<file path="src/rtl/ccrc_pkg.sv">
// Constants, register map and carrier types of the CRC engine.
// Assumes one 250 MHz clock and an APB register port with 32-bit data.
package ccrc_pkg;

	// ----------------------------------------------------------------
	// Register map (byte addresses)
	// ----------------------------------------------------------------
	localparam int ADDR_W = 8;
	localparam logic [7:0] OFF_CTRL = 8'h00;
	localparam logic [7:0] OFF_LEN = 8'h04;
	localparam logic [7:0] OFF_DAT_LO = 8'h08;
	localparam logic [7:0] OFF_DAT_HI = 8'h0C;
	localparam logic [7:0] OFF_ACC = 8'h10;
	localparam logic [7:0] OFF_TAPS = 8'h14;
	localparam logic [7:0] OFF_IRQ_STAT = 8'h18;
	localparam logic [7:0] OFF_IRQ_MASK = 8'h1C;

	// ----------------------------------------------------------------
	// Field positions
	// ----------------------------------------------------------------
	localparam int CTRL_GO_BIT = 0;
	localparam int CTRL_AUG_BIT = 1;
	localparam int CTRL_ORDER_BIT = 2;
	localparam int CTRL_BUSY_BIT = 4;
	localparam int CTRL_FULL_BIT = 5;
	localparam int LEN_DATA_LENGTH_FIELD_LSB = 0;
	localparam int LEN_POLY_LENGTH_FIELD_LSB = 4;
	localparam int FIELD_W = 4;
	localparam int CRC_W = 16;
	localparam int BYTE_W = 8;
	localparam int IRQ_W = 2;
	localparam int IRQ_DONE_BIT = 0;
	localparam int IRQ_OVR_BIT = 1;

	// ----------------------------------------------------------------
	// Reset values
	// ----------------------------------------------------------------
	localparam logic [15:0] RST_ACC = 16'h0000;
	localparam logic [15:0] RST_TAPS = 16'h0000;
	localparam logic [7:0] RST_DATA_HI = 8'h00;
	localparam logic [15:0] RST_STAGE = 16'h0000;
	localparam logic [3:0] RST_LEN_FIELD = 4'h0;
	localparam logic [1:0] RST_IRQ_MASK = 2'h0;

	// ----------------------------------------------------------------
	// Carrier types
	// ----------------------------------------------------------------
	typedef struct packed {
		logic go;
		logic augment;
		logic lsb_first;
		logic [3:0] data_len;
		logic [3:0] poly_len;
	} ccrc_cfg_t;

	typedef enum logic [0:0] {
		ST_EMPTY = 1'b0,
		ST_FULL = 1'b1
	} ccrc_state_t;

endpackage

</file>
<file path="src/rtl/ccrc_bit_step.sv">
// One shift of the CRC remainder register by one data bit.
// Assumes taps arrive with the lowest term already forced to one.
`timescale 1ns/100ps
module ccrc_bit_step
	import ccrc_pkg::*;
(
	input wire logic [15:0] acc,
	input wire logic [15:0] taps,
	input wire logic [3:0] poly_len,
	input wire logic augment,
	input wire logic din,
	output logic [15:0] next_acc
);
	logic [4:0] width;
	logic [15:0] mask;
	logic msb;
	logic fb;
	logic [15:0] shifted;

	// Width mask; a shift by 16 empties the ones, giving a full mask
	assign width = {1'b0, poly_len} + 5'd1;
	assign mask = ~(16'hFFFF << width);
	assign msb = acc[poly_len];
	// Augmented form feeds data at the top, equal to trailing zeros
	assign fb = augment ? (msb ^ din) : msb;
	assign shifted = augment ? {acc[14:0], 1'b0} : {acc[14:0], din};
	assign next_acc = (shifted ^ (fb ? taps : 16'h0000)) & mask;
endmodule // ccrc_bit_step

</file>
<file path="src/rtl/ccrc_sticky.sv">
// Sticky event flags, cleared by writing ones.
// Assumes clear strobe and data come from one register write.
`timescale 1ns/100ps
module ccrc_sticky #(
	parameter int W = 2
) (
	input wire logic clk,
	input wire logic rst,
	input wire logic [W-1:0] set,
	input wire logic clr_wr,
	input wire logic [W-1:0] clr_data,
	output logic [W-1:0] q
);
	logic [W-1:0] clr_mask;

	assign clr_mask = clr_wr ? clr_data : '0;

	// Set wins over a clear in the same cycle, so no event is lost
	always_ff @(posedge clk or posedge rst) begin
		if (rst) begin
			q <= '0;
		end else begin
			q <= (q & ~clr_mask) | set;
		end
	end
endmodule // ccrc_sticky

</file>
<file path="src/rtl/ccrc_top.sv">
// Configurable CRC engine with APB registers and a scanner word port.
// Assumes one clock, APB master, scanner in the same clock domain.
//
// Local design decisions: the register addresses and the APB register port.
`timescale 1ns/100ps
module ccrc_top
	import ccrc_pkg::*;
(
	input wire logic clk,
	input wire logic rst,
	input wire logic psel,
	input wire logic penable,
	input wire logic pwrite,
	input wire logic [ccrc_pkg::ADDR_W-1:0] paddr,
	input wire logic [31:0] pwdata,
	input wire logic [3:0] pstrb,
	output logic [31:0] prdata,
	output logic pready,
	output logic pslverr,
	input wire logic scan_valid,
	input wire logic [15:0] scan_data,
	output logic scan_ready,
	output logic irq
);
	import ccrc_pkg::*;

	// ----------------------------------------------------------------
	// State
	// ----------------------------------------------------------------
	// Software settings and engine state, all held in flops
	ccrc_cfg_t cfg;
	ccrc_state_t state;
	logic [15:0] acc;
	logic [15:0] taps;
	logic [7:0] data_hi;
	logic [15:0] stage;
	logic [3:0] word_len;
	logic [3:0] bit_cnt;
	logic [IRQ_W-1:0] irq_mask;
	logic [IRQ_W-1:0] irq_stat;

	// ----------------------------------------------------------------
	// APB decode
	// ----------------------------------------------------------------
	logic setup;
	logic access;
	logic wr;
	logic lane0;
	logic wr_ctrl;
	logic wr_len;
	logic wr_dat_lo;
	logic wr_dat_hi;
	logic wr_acc;
	logic wr_taps;
	logic wr_stat;
	logic wr_mask;
	logic mapped;

	// Zero-wait slave: pready rises in the access cycle, from a flop
	assign setup = psel & ~penable;
	assign access = psel & penable & pready;
	assign wr = access & pwrite;
	// Byte registers need lane 0; wide ones take the word whole, so a
	// partial-strobe write to them still lands in full
	assign lane0 = pstrb[0];
	assign wr_ctrl = wr & lane0 & (paddr == OFF_CTRL);
	assign wr_len = wr & lane0 & (paddr == OFF_LEN);
	assign wr_dat_lo = wr & lane0 & (paddr == OFF_DAT_LO);
	assign wr_dat_hi = wr & lane0 & (paddr == OFF_DAT_HI);
	assign wr_acc = wr & (paddr == OFF_ACC);
	assign wr_taps = wr & (paddr == OFF_TAPS);
	assign wr_stat = wr & lane0 & (paddr == OFF_IRQ_STAT);
	assign wr_mask = wr & lane0 & (paddr == OFF_IRQ_MASK);
	assign mapped = (paddr == OFF_CTRL) | (paddr == OFF_LEN) |
		(paddr == OFF_DAT_LO) | (paddr == OFF_DAT_HI) |
		(paddr == OFF_ACC) | (paddr == OFF_TAPS) |
		(paddr == OFF_IRQ_STAT) | (paddr == OFF_IRQ_MASK);

	// ----------------------------------------------------------------
	// Word sources
	// ----------------------------------------------------------------
	logic scan_take;
	logic cpu_take;
	logic cpu_refused;
	logic load;
	logic [15:0] load_word;

	// Scanner wins a tie: its ready was already promised a cycle ago
	assign scan_take = scan_valid & scan_ready;
	// Low-byte write launches the word; high byte must come first
	assign cpu_take = wr_dat_lo & (state == ST_EMPTY) & ~scan_take;
	// A write while the stage is full is dropped and flagged
	assign cpu_refused = wr_dat_lo & ~cpu_take;
	// CPU word joins the held high byte with the low byte being written
	assign load = scan_take | cpu_take;
	assign load_word = scan_take ? scan_data : {data_hi, pwdata[7:0]};

	// ----------------------------------------------------------------
	// Shift engine datapath
	// ----------------------------------------------------------------
	logic step;
	logic last_bit;
	logic [3:0] msb_idx;
	logic [3:0] bit_idx;
	logic din;
	logic [15:0] taps_eff;
	logic [15:0] step_acc;

	// One data bit per clock, and only while go is set
	assign step = (state == ST_FULL) & cfg.go;
	assign last_bit = (bit_cnt == word_len);
	// Bits above the word length are never indexed
	assign msb_idx = word_len - bit_cnt;
	assign bit_idx = cfg.lsb_first ? bit_cnt : msb_idx;
	// Order bit is read live, so flipping it mid-word reorders the rest
	assign din = stage[bit_idx];
	// The lowest term is forced here, not stored in the register
	assign taps_eff = {taps[15:1], 1'b1};

	ccrc_bit_step u_step (
		.acc(acc),
		.taps(taps_eff),
		.poly_len(cfg.poly_len),
		.augment(cfg.augment),
		.din(din),
		.next_acc(step_acc)
	);

	// ----------------------------------------------------------------
	// Next-state logic
	// ----------------------------------------------------------------
	ccrc_state_t next_state;
	logic next_go;
	logic done_evt;

	// Stage fills on a load, empties after the last bit of the word
	always_comb begin
		next_state = state;
		case (state)
			ST_EMPTY: begin
				if (load) begin
					next_state = ST_FULL;
				end
			end
			ST_FULL: begin
				if (step && last_bit) begin
					next_state = ST_EMPTY;
				end
			end
			default: begin
				next_state = ST_EMPTY;
			end
		endcase
	end

	// Go as it will be after this edge; the scanner ready looks ahead
	assign next_go = wr_ctrl ? pwdata[CTRL_GO_BIT] : cfg.go;
	// Busy falls exactly when the final bit of a word is shifted
	assign done_evt = (state == ST_FULL) & (next_state == ST_EMPTY);

	// ----------------------------------------------------------------
	// Engine registers
	// ----------------------------------------------------------------
	// Stage, counter and latched length for the word in flight
	always_ff @(posedge clk or posedge rst) begin
		if (rst) begin
			state <= ST_EMPTY;
			stage <= RST_STAGE;
			word_len <= RST_LEN_FIELD;
			bit_cnt <= RST_LEN_FIELD;
		end else begin
			state <= next_state;
			if (load && state == ST_EMPTY) begin
				stage <= load_word;
				word_len <= cfg.data_len;
				bit_cnt <= 4'h0;
			end else if (step) begin
				bit_cnt <= bit_cnt + 4'h1;
			end
		end
	end

	// Seed write wins over a shift: software owns the seed moment
	always_ff @(posedge clk or posedge rst) begin
		if (rst) begin
			acc <= RST_ACC;
		end else if (wr_acc) begin
			acc <= pwdata[15:0];
		end else if (step) begin
			acc <= step_acc;
		end
	end

	// Scanner may hand a word next cycle only into an empty stage
	always_ff @(posedge clk or posedge rst) begin
		if (rst) begin
			scan_ready <= 1'b0;
		end else begin
			scan_ready <= next_go & (next_state == ST_EMPTY) & ~load;
		end
	end

	// ----------------------------------------------------------------
	// Software-written registers
	// ----------------------------------------------------------------
	// Configuration; changing the polynomial length mid-word affects the word in flight, the data length is latched at load
	always_ff @(posedge clk or posedge rst) begin
		if (rst) begin
			cfg <= '0;
		end else begin
			cfg.go <= next_go;
			if (wr_ctrl) begin
				cfg.augment <= pwdata[CTRL_AUG_BIT];
				cfg.lsb_first <= pwdata[CTRL_ORDER_BIT];
			end
			if (wr_len) begin
				cfg.data_len <= pwdata[LEN_DATA_LENGTH_FIELD_LSB +: FIELD_W];
				cfg.poly_len <= pwdata[LEN_POLY_LENGTH_FIELD_LSB +: FIELD_W];
			end
		end
	end

	// Taps keep bit 0 at zero so it reads back as zero
	always_ff @(posedge clk or posedge rst) begin
		if (rst) begin
			taps <= RST_TAPS;
			data_hi <= RST_DATA_HI;
			irq_mask <= RST_IRQ_MASK;
		end else begin
			if (wr_taps) begin
				taps <= {pwdata[15:1], 1'b0};
			end
			if (wr_dat_hi) begin
				data_hi <= pwdata[7:0];
			end
			if (wr_mask) begin
				irq_mask <= pwdata[IRQ_W-1:0];
			end
		end
	end

	// ----------------------------------------------------------------
	// Interrupt status
	// ----------------------------------------------------------------
	logic [IRQ_W-1:0] irq_set;

	// Events placed by the status layout, not by their order here
	always_comb begin
		irq_set = '0;
		irq_set[IRQ_DONE_BIT] = done_evt;
		irq_set[IRQ_OVR_BIT] = cpu_refused;
	end

	// Done flag sets regardless of mask; cleared only by a one write
	ccrc_sticky #(
		.W(IRQ_W)
	) u_flags (
		.clk(clk),
		.rst(rst),
		.set(irq_set),
		.clr_wr(wr_stat),
		.clr_data(pwdata[IRQ_W-1:0]),
		.q(irq_stat)
	);

	// Level output, one cycle behind the flag so it leaves a flop
	always_ff @(posedge clk or posedge rst) begin
		if (rst) begin
			irq <= 1'b0;
		end else begin
			irq <= |(irq_stat & irq_mask);
		end
	end

	// ----------------------------------------------------------------
	// Read path
	// ----------------------------------------------------------------
	logic [31:0] ctrl_rd;
	logic [31:0] len_rd;
	logic [31:0] rd_mux;

	// Busy and full are one state bit; both kept for software that
	// polls either name
	always_comb begin
		ctrl_rd = 32'h0000_0000;
		ctrl_rd[CTRL_GO_BIT] = cfg.go;
		ctrl_rd[CTRL_AUG_BIT] = cfg.augment;
		ctrl_rd[CTRL_ORDER_BIT] = cfg.lsb_first;
		ctrl_rd[CTRL_BUSY_BIT] = (state == ST_FULL);
		ctrl_rd[CTRL_FULL_BIT] = (state == ST_FULL);
	end

	// Length fields read back as written, in their register positions
	assign len_rd = {24'h00_0000, cfg.poly_len, cfg.data_len};

	// High data register reads back what was written, low reads the staged word; unmapped reads zero
	always_comb begin
		case (paddr)
			OFF_CTRL: rd_mux = ctrl_rd;
			OFF_LEN: rd_mux = len_rd;
			OFF_DAT_LO: rd_mux = {16'h0000, stage};
			OFF_DAT_HI: rd_mux = {24'h00_0000, data_hi};
			OFF_ACC: rd_mux = {16'h0000, acc};
			OFF_TAPS: rd_mux = {16'h0000, taps};
			OFF_IRQ_STAT: rd_mux = {30'h0000_0000, irq_stat};
			OFF_IRQ_MASK: rd_mux = {30'h0000_0000, irq_mask};
			default: rd_mux = 32'h0000_0000;
		endcase
	end

	// ----------------------------------------------------------------
	// APB answer
	// ----------------------------------------------------------------
	// Answer sampled during setup, so the access ends in its first cycle
	always_ff @(posedge clk or posedge rst) begin
		if (rst) begin
			pready <= 1'b0;
			pslverr <= 1'b0;
			prdata <= 32'h0000_0000;
		end else begin
			pready <= setup;
			pslverr <= setup & ~mapped;
			prdata <= (setup & ~pwrite) ? rd_mux : 32'h0000_0000;
		end
	end
endmodule // ccrc_top

</file>
<file path="config.mk">
export PLATFORM = sky130hd
export DESIGN_NAME = ccrc_top
export DESIGN_NICKNAME = d
export VERILOG_FILES = /design/src/rtl/ccrc_pkg.sv /design/src/rtl/ccrc_bit_step.sv /design/src/rtl/ccrc_sticky.sv /design/src/rtl/ccrc_top.sv
export SDC_FILE = /design/constraint.sdc
export NUM_CORES = 1
export LEC_CHECK = 0
export BUFFER_PORTS_ARGS = -buffer_cell sky130_fd_sc_hd__clkbuf_2
export CAP_MARGIN = 20
export CORE_ASPECT_RATIO = 1.2
export CORE_MARGIN = 2
export CORE_UTILIZATION = 50
export CTS_CLUSTER_SIZE = 25
export DETAILED_ROUTE_END_ITERATION = 7
export PLACE_DENSITY = 0.83
export SKIP_CTS_REPAIR_TIMING = 1
export SLEW_MARGIN = 20
export SYNTH_ARGS = -nofsm -noshare
export SYNTH_HDL_FRONTEND = slang
export SYNTH_SLANG_ARGS = --single-unit
</file>
<file path="constraint.sdc">
create_clock -name clk -period 3.1 [get_ports clk]
set_clock_uncertainty 0.05 [all_clocks]
set_input_delay 0.31 -clock clk [delete_from_list [all_inputs] [get_ports clk]]
set_output_delay 0.31 -clock clk [all_outputs]
set_load 0.02 [all_outputs]
</file>
After elaboration in Yosys (flattened, before gate mapping)
Index checks and enable logic that the tools add are counted.
{ "classes": {"n_mux": 20, "n_lt_le_gt_ge": 2, "eq_ne": 8, "n_bitwise": 47, "addsub": 3, "shift": 1, "n_reduce_logical": 6} }
{ "ops": {"columns": ["cell", "n"], "rows": [
  ["16-bit one-hot mux with 8 select lines", 1],
  ["16-bit two-way mux", 4],
  ["8-bit by 5-bit == test with 1-bit output (second input constant)", 4],
  ["32-bit two-way mux", 1],
  ["1-bit bitwise AND", 23],
  ["16-bit bitwise AND", 1],
  ["8-bit by 4-bit == test with 1-bit output (second input constant)", 2],
  ["16-bit inverter", 1],
  ["16-bit by 5-bit left shift with 16-bit output (first input constant)", 1],
  ["16-bit bitwise XOR", 1],
  ["4-bit two-way mux", 3],
  ["4-bit by 5-bit < comparator with 1-bit output (second input constant)", 2],
  ["1-bit binary-select mux with 4-bit select", 2],
  ["8-bit by 3-bit == test with 1-bit output (second input constant)", 1],
  ["8-bit zero test", 1],
  ["1-bit inverter", 8],
  ["1-bit OR", 8],
  ["1-bit two-way mux", 7],
  ["4-bit by 1-bit adder with 5-bit output (second input constant)", 1],
  ["4-bit by 1-bit adder with 4-bit output (second input constant)", 1],
  ["2-bit bitwise AND", 2],
  ["4-bit == test", 1],
  ["2-bit nonzero test", 2],
  ["4-bit subtractor", 1],
  ["7 further kinds", 8]
]} }
{ "word_totals": {"wordCells": 106, "register_bits": 115, "input_bits": 66, "out_inout_bits": 36} }

Longest topological paths before layout
{ "depth": {"ltp_word": 13, "depth_mapped": 14, "ltp_nobuf": 12} }

Hierarchy
From an unflattened synthesis, not the netlist that was laid out.
{ "unflattened": {"cells_unflattened": 571, "hier_area_um2": 6095.8} }
{ "modules_own_cells": {"columns": ["mod", "area_per_inst_um2", "instances", "cells_each", "seq_area_each_um2"], "rows": [
  ["ccrc_top", 4969.8, 1, 424, 2427.3],
  ["ccrc_bit_step", 1049.8, 1, 140, 0.0],
  ["ccrc_sticky", 76.3, 1, 7, 50.0]
]} }

Worst setup path after synthesis
OpenSTA, ideal clock, no wires.
{ "synth_path": {"path_type": "reg2reg", "start": "reg bit_cnt[2]", "end": "reg acc[10]", "setup_slack_ns": 0.137, "path_stages_with_launch": 13, "setup_time_ns": 0.131, "arrival_ns": 2.781, "period_less_slack_ns": 2.963, "required_time_ns": 2.919, "n_path_buf": 2, "path_cell_list": "dfrtp_1 -> inv_1 -> ha_1 -> buf_2 -> or4_1 -> nand3_1 -> a311oi_1 -> or3b_1 -> o22ai_2 -> xor2_2 -> buf_6 -> a211oi_1 -> or3_1"} }
{ "synth_via": {"elab_chain_cells": 11} }
{ "synth_rtl": {"columns": ["item", "line_no", "text"], "rows": [
  ["start: declaration", "ccrc_top.sv:38", "logic [3:0] bit_cnt;"],
  ["start signal: assignment", "ccrc_top.sv:178", "bit_cnt <= bit_cnt + 4'h1;"],
  ["4-bit subtractor", "ccrc_top.sv:113", "assign msb_idx = word_len - bit_cnt;"],
  ["4-bit two-way mux *", "ccrc_top.sv:114", "assign bit_idx = cfg.lsb_first ? bit_cnt : msb_idx;"],
  ["1-bit binary-select mux with 4-bit select *", "ccrc_top.sv:116", "assign din = stage[bit_idx];"],
  ["1-bit two-way mux (implied by the code) *", "ccrc_top.sv:116", null],
  ["1-bit bitwise XOR *", "ccrc_bit_step.sv:25", "assign fb = augment ? (msb ^ din) : msb;"],
  ["1-bit two-way mux *", "ccrc_bit_step.sv:25", null],
  ["16-bit two-way mux *", "ccrc_bit_step.sv:27", "assign next_acc = (shifted ^ (fb ? taps : 16'h0000)) & mask;"],
  ["16-bit bitwise XOR *", "ccrc_bit_step.sv:27", null],
  ["16-bit bitwise AND *", "ccrc_bit_step.sv:27", null],
  ["16-bit two-way mux *", "ccrc_top.sv:189", "end else if (step) begin"],
  ["16-bit two-way mux *", "ccrc_top.sv:187", "end else if (wr_acc) begin"],
  ["end signal: assignment", "ccrc_top.sv:188", "acc <= pwdata[15:0];"],
  ["end signal: assignment", "ccrc_top.sv:190", "acc <= step_acc;"],
  ["end: declaration", "ccrc_top.sv:33", "logic [15:0] acc;"]
]} }
Every way passes the cells marked *; elsewhere a longest branch is shown, timed or not. The select of a mux whose other input is x is not followed.
A chain may end at the register's enable or synchronous reset.

Worst setup path in the final report
{ "layout_path": {"start": "reg word_len[2]", "end": "reg acc[4]"} }
{ "layout_via": {"elab_chain_cells": 11} }
{ "layout_rtl": {"columns": ["item", "line_no", "text"], "rows": [
  ["start: declaration", "ccrc_top.sv:37", "logic [3:0] word_len;"],
  ["start signal: assignment", "ccrc_top.sv:175", "word_len <= cfg.data_len;"],
  ["4-bit subtractor", "ccrc_top.sv:113", null],
  ["4-bit two-way mux", "ccrc_top.sv:114", null],
  ["1-bit binary-select mux with 4-bit select", "ccrc_top.sv:116", null],
  ["1-bit two-way mux (implied by the code)", "ccrc_top.sv:116", null],
  ["1-bit bitwise XOR", "ccrc_bit_step.sv:25", null],
  ["1-bit two-way mux", "ccrc_bit_step.sv:25", null],
  ["16-bit two-way mux", "ccrc_bit_step.sv:27", null],
  ["16-bit bitwise XOR", "ccrc_bit_step.sv:27", null],
  ["16-bit bitwise AND", "ccrc_bit_step.sv:27", null],
  ["16-bit two-way mux", "ccrc_top.sv:189", null],
  ["16-bit two-way mux", "ccrc_top.sv:187", null]
]} }
No other way between the ends. The select of a mux whose other input is x is not followed.

==> metrics.md <==
| Metric | Value |
|---|---|
| Die H | `~120 µm` |
| Synth top area cells | `dfrtp_1, mux2_2, nand3_1` |
| Mean Syn Cell Area | `~10 µm²` |
| Clock power share | `42.6%` |
| Run status | `finished, violations left` |
| Die width | `approximately 100 µm` |
| Cells after synthesis | `roughly 580` |
| Hpwl dp | `approximately 12000 µm` |
| WHS | `-54.8 ps` |
| Relative slew margins | `41.6%` |
| Synth top area share | `43.7%` |
| Worst-Margin Slew | `872 ps` |
| Critical path's slowest cell | `or3b_4` |
| R2R Setup Slk | `between 20 and 25 ps` |
| Crit path max fanout | `8` |
| Antenna cell count | `0` |
| Crit path DAT | `approximately 3300 ps` |
| Mapped Area | `between 5000 and 6000 µm²` |
| Max incr delay on CP | `410 ps` |
| Path depth of the worst reg2reg path | `11` |
| NumNets Final | `730` |
| DR iter-0 viols | `591` |
| CP Cell Sequence | `ha_1, buf_4, a21oi_1, nand2_1, mux2_2, or3b_4, o22ai_4, xor2_4, buf_12, a21oi_1, or3_1` |
| Sw frac | `a little under a quarter` |
| Pwr Density | `between 400 and 500 nW/µm²` |
| Most common cell after layout, fill and taps aside | `dfrtp_1` |
| Clock transition at path regs | `70 ps` |
| Number of synthesized flops with an enable pin | `0` |
| Power consumption | `approximately 0.0027 W` |
| Initial antenna violation count | `0` |
| Worst vdd ir | `~0.21 mV` |
| Largest net degree at the start of global routing | `59` |
| Hold Fails Final Rpt | `41` |
| Detailed Routing Iterations Pass 1 | `5` |
| Top Ports | `just over 100` |
| First-pass GRT wire length | `~25000 µm` |
| Worst Setup Start Kind | `register` |
| Combinational share of power | `approximately 7.7%` |
| Fin util | `roughly 60%` |
| Synth cell types | `57` |
| Failing checks | `negative hold slack` |
| DR WL/cell | `a little over 20 µm` |
| Remaining Overflow, GRT | `0` |
| Reg power frac | `~50%` |
| Initial Util | `51.4%` |
| Net Sw Power | `roughly 0.00064 W` |
| Biggest area consumer among synthesized cells | `dfrtp_1` |
| Max Transition Viols Final | `0` |
| Clock buffer depth | `2` |
| Core box area | `approximately 11000 µm²` |
| Final ANT Viol Nets | `0` |
| Via/cell ratio | `~6.3` |
| Synth-to-layout area growth | `17.3%` |
| Most frequent CP cell | `a21oi_1` |
| Worst hold path class | `in2async` |
| Yosys Warn Count | `0` |
| Seq/Total Area, Yosys | `43.7%` |
| Commonest non-fill, non-tap cells in the layout | `dfrtp_1, clkbuf_2, nand2_1, nand3_1, a21oi_1` |
| Endpoints failing setup | `0` |
| Fmax | `about 0.32 GHz` |
| Std cell rows | `42` |
| Routed vias | `around 5000` |
| Crit Reg-Reg Startpoint | `word_len[2]` |
| RSZ-0062 raised after global routing | `true` |
| Total Routed Length | `16100 µm` |
| CTS Buf Count | `9` |
| CTS tree | `done` |
| WP data required | `between 3000 and 4000 ps` |
| Flops & latches, synth | `between 90 and 100` |
| Vias in the first global route | `roughly 5000` |
| Htree depth | `3` |
| Asr flop ratio synth | `100%` |
| Min Tclk post-route | `slightly above 3000 ps` |
| Tcrit/Tclk final | `between 90% and 100%` |
| I/O Buffers | `66` |
| Layout cell share with drive strength beyond 1 | `between 20% and 30%` |
| Worst-Skew Late Latency | `around 350 ps` |
| DR DRC count | `0` |
| P_int | `roughly 0.002 W` |
| WS Path Type | `reg2reg` |
| CTS Root Buffer Type | `clkbuf_16` |
| LEAKAGE | `3.31 nW` |
| Die ar. | `approximately 12000 µm²` |
| Max Cap Violations | `0` |
| Total track usage | `26.4%` |
| # clock sinks | `99` |
| RePlAce Congestion | `0.991` |
| Setup crit end kind | `register` |
| FF-to-FF End | `acc[4]` |
| Top_reg_cell synth | `dfrtp_1` |
synthesized netlist by cell type (all sizes together) (3+ instances only):
library cell / n
dfrtp: 99
nand2: 65
nand3: 54
a21oi: 50
mux2: 40
nor2: 30
clkbuf: 26
buf: 25
o21ai: 22
mux2i: 20
inv: 13
and4b: 9
nand2b: 9
a211o: 8
a22oi: 8
ha: 8
a222oi: 7
mux4: 7
nor3: 6
nor3b: 6
or3: 6
a22o: 5
and3: 5
nor2b: 5
a211oi: 4
a21o: 4
xor2: 4
nand3b: 3
o32ai: 3
power groups by stage:
stage / sequential, W / clock (W) / combinational [W]
2_1_floorplan: 0.00134 / 0 / 0.000121
3_3_place_gp: 0.00134 / 0 / 0.000178
3_5_place_dp: 0.00135 / 0 / 0.000184
4_1_cts: 0.00132 / 0.00115 / 0.000185
5_1_grt: 0.00132 / 0.00120 / 0.000226
6_report: 0.00132 / 0.00114 / 0.000206
worst max path at each step:
stage	from	endpoint	slack, ps	depth (start not counted)
6_report	word_len[2]	acc[4]	20	11
5_1_grt	bit_cnt[2]	acc[4]	-130	12
4_1_cts	word_len[0]	acc[4]	60	13
3_5_place_dp	word_len[0]	acc[4]	50	13
3_3_place_gp	bit_cnt[2]	acc[12]	120	11
2_1_floorplan	bit_cnt[2]	acc[10]	140	12
flip-flops by register name, summed over array words and instances (netlist names):
register    count
irq_mask        2
scan_ready      1
acc            16
u_flags.q       2
word_len        4
irq             1
cfg            11
taps           15
stage          16
prdata         16
state           1
pslverr         1
pready          1
bit_cnt         4
data_hi         8
worst max-delay path: cells and delay by family (launching register included):
family                   cells  cell delay, ps
buffers and inverters        2             330
multiplexers                 1             290
XOR/XNOR                     1             290
AND/OR/NAND/NOR              3             870
AO/OA/AOI/OAI                3             400
flip-flops                   1             400
adder cells (fa/ha/maj)      1             310
area by class of cell:
class	count	area (µm²)
Clock buffer	12	246
Clock inverter	4	50.0
Fill cell	902	4380
Inverter	13	51.3
Multi-Input combinational cell	433	3010
Sequential cell	99	2480
Tap cell	132	165
Timing Repair Buffer	99	651
logic make-up (layout without fill, tap and decap cells):
| kind of cell | Yosys count | in the layout | share of synthesized area (%) |
|---|---|---|---|
| other | 1 | 16 | 0.0661 |
| buffers and inverters | 64 | 128 | 5.78 |
| muxes | 67 | 67 | 14.2 |
| and+or+nand+nor | 215 | 215 | 19.6 |
| adders and majority gates | 9 | 9 | 2.12 |
| AOI/OAI and AO/OA | 120 | 120 | 13.5 |
| DFF | 99 | 99 | 43.7 |
| xor gates and xnor gates | 6 | 6 | 1.06 |
routing by layer:
metal | up-vias | share of wire (%) | global-route usage [%]
li1 | 2244 | - | -
met1 | 2417 | 38 | 34.5
met2 | 293 | 50 | 43.6
met3 | 63 | 8.4 | 3.47
met4 | 0 | 3.9 | 11.8
met5 | - | 0 | 0
through the flow:
stage	worst slack, ps	area [µm²]	setup TNS (ps)	std cells
6_report	22.0	6660	0	792
5_1_grt	-131	6660	-710	792
4_1_cts	60.5	6460	0	782
3_5_place_dp	48.4	6160	0	766
3_3_place_gp	125	6160	0	766
2_1_floorplan	137	5730	0	596
(Power assumes the default switching activity.)
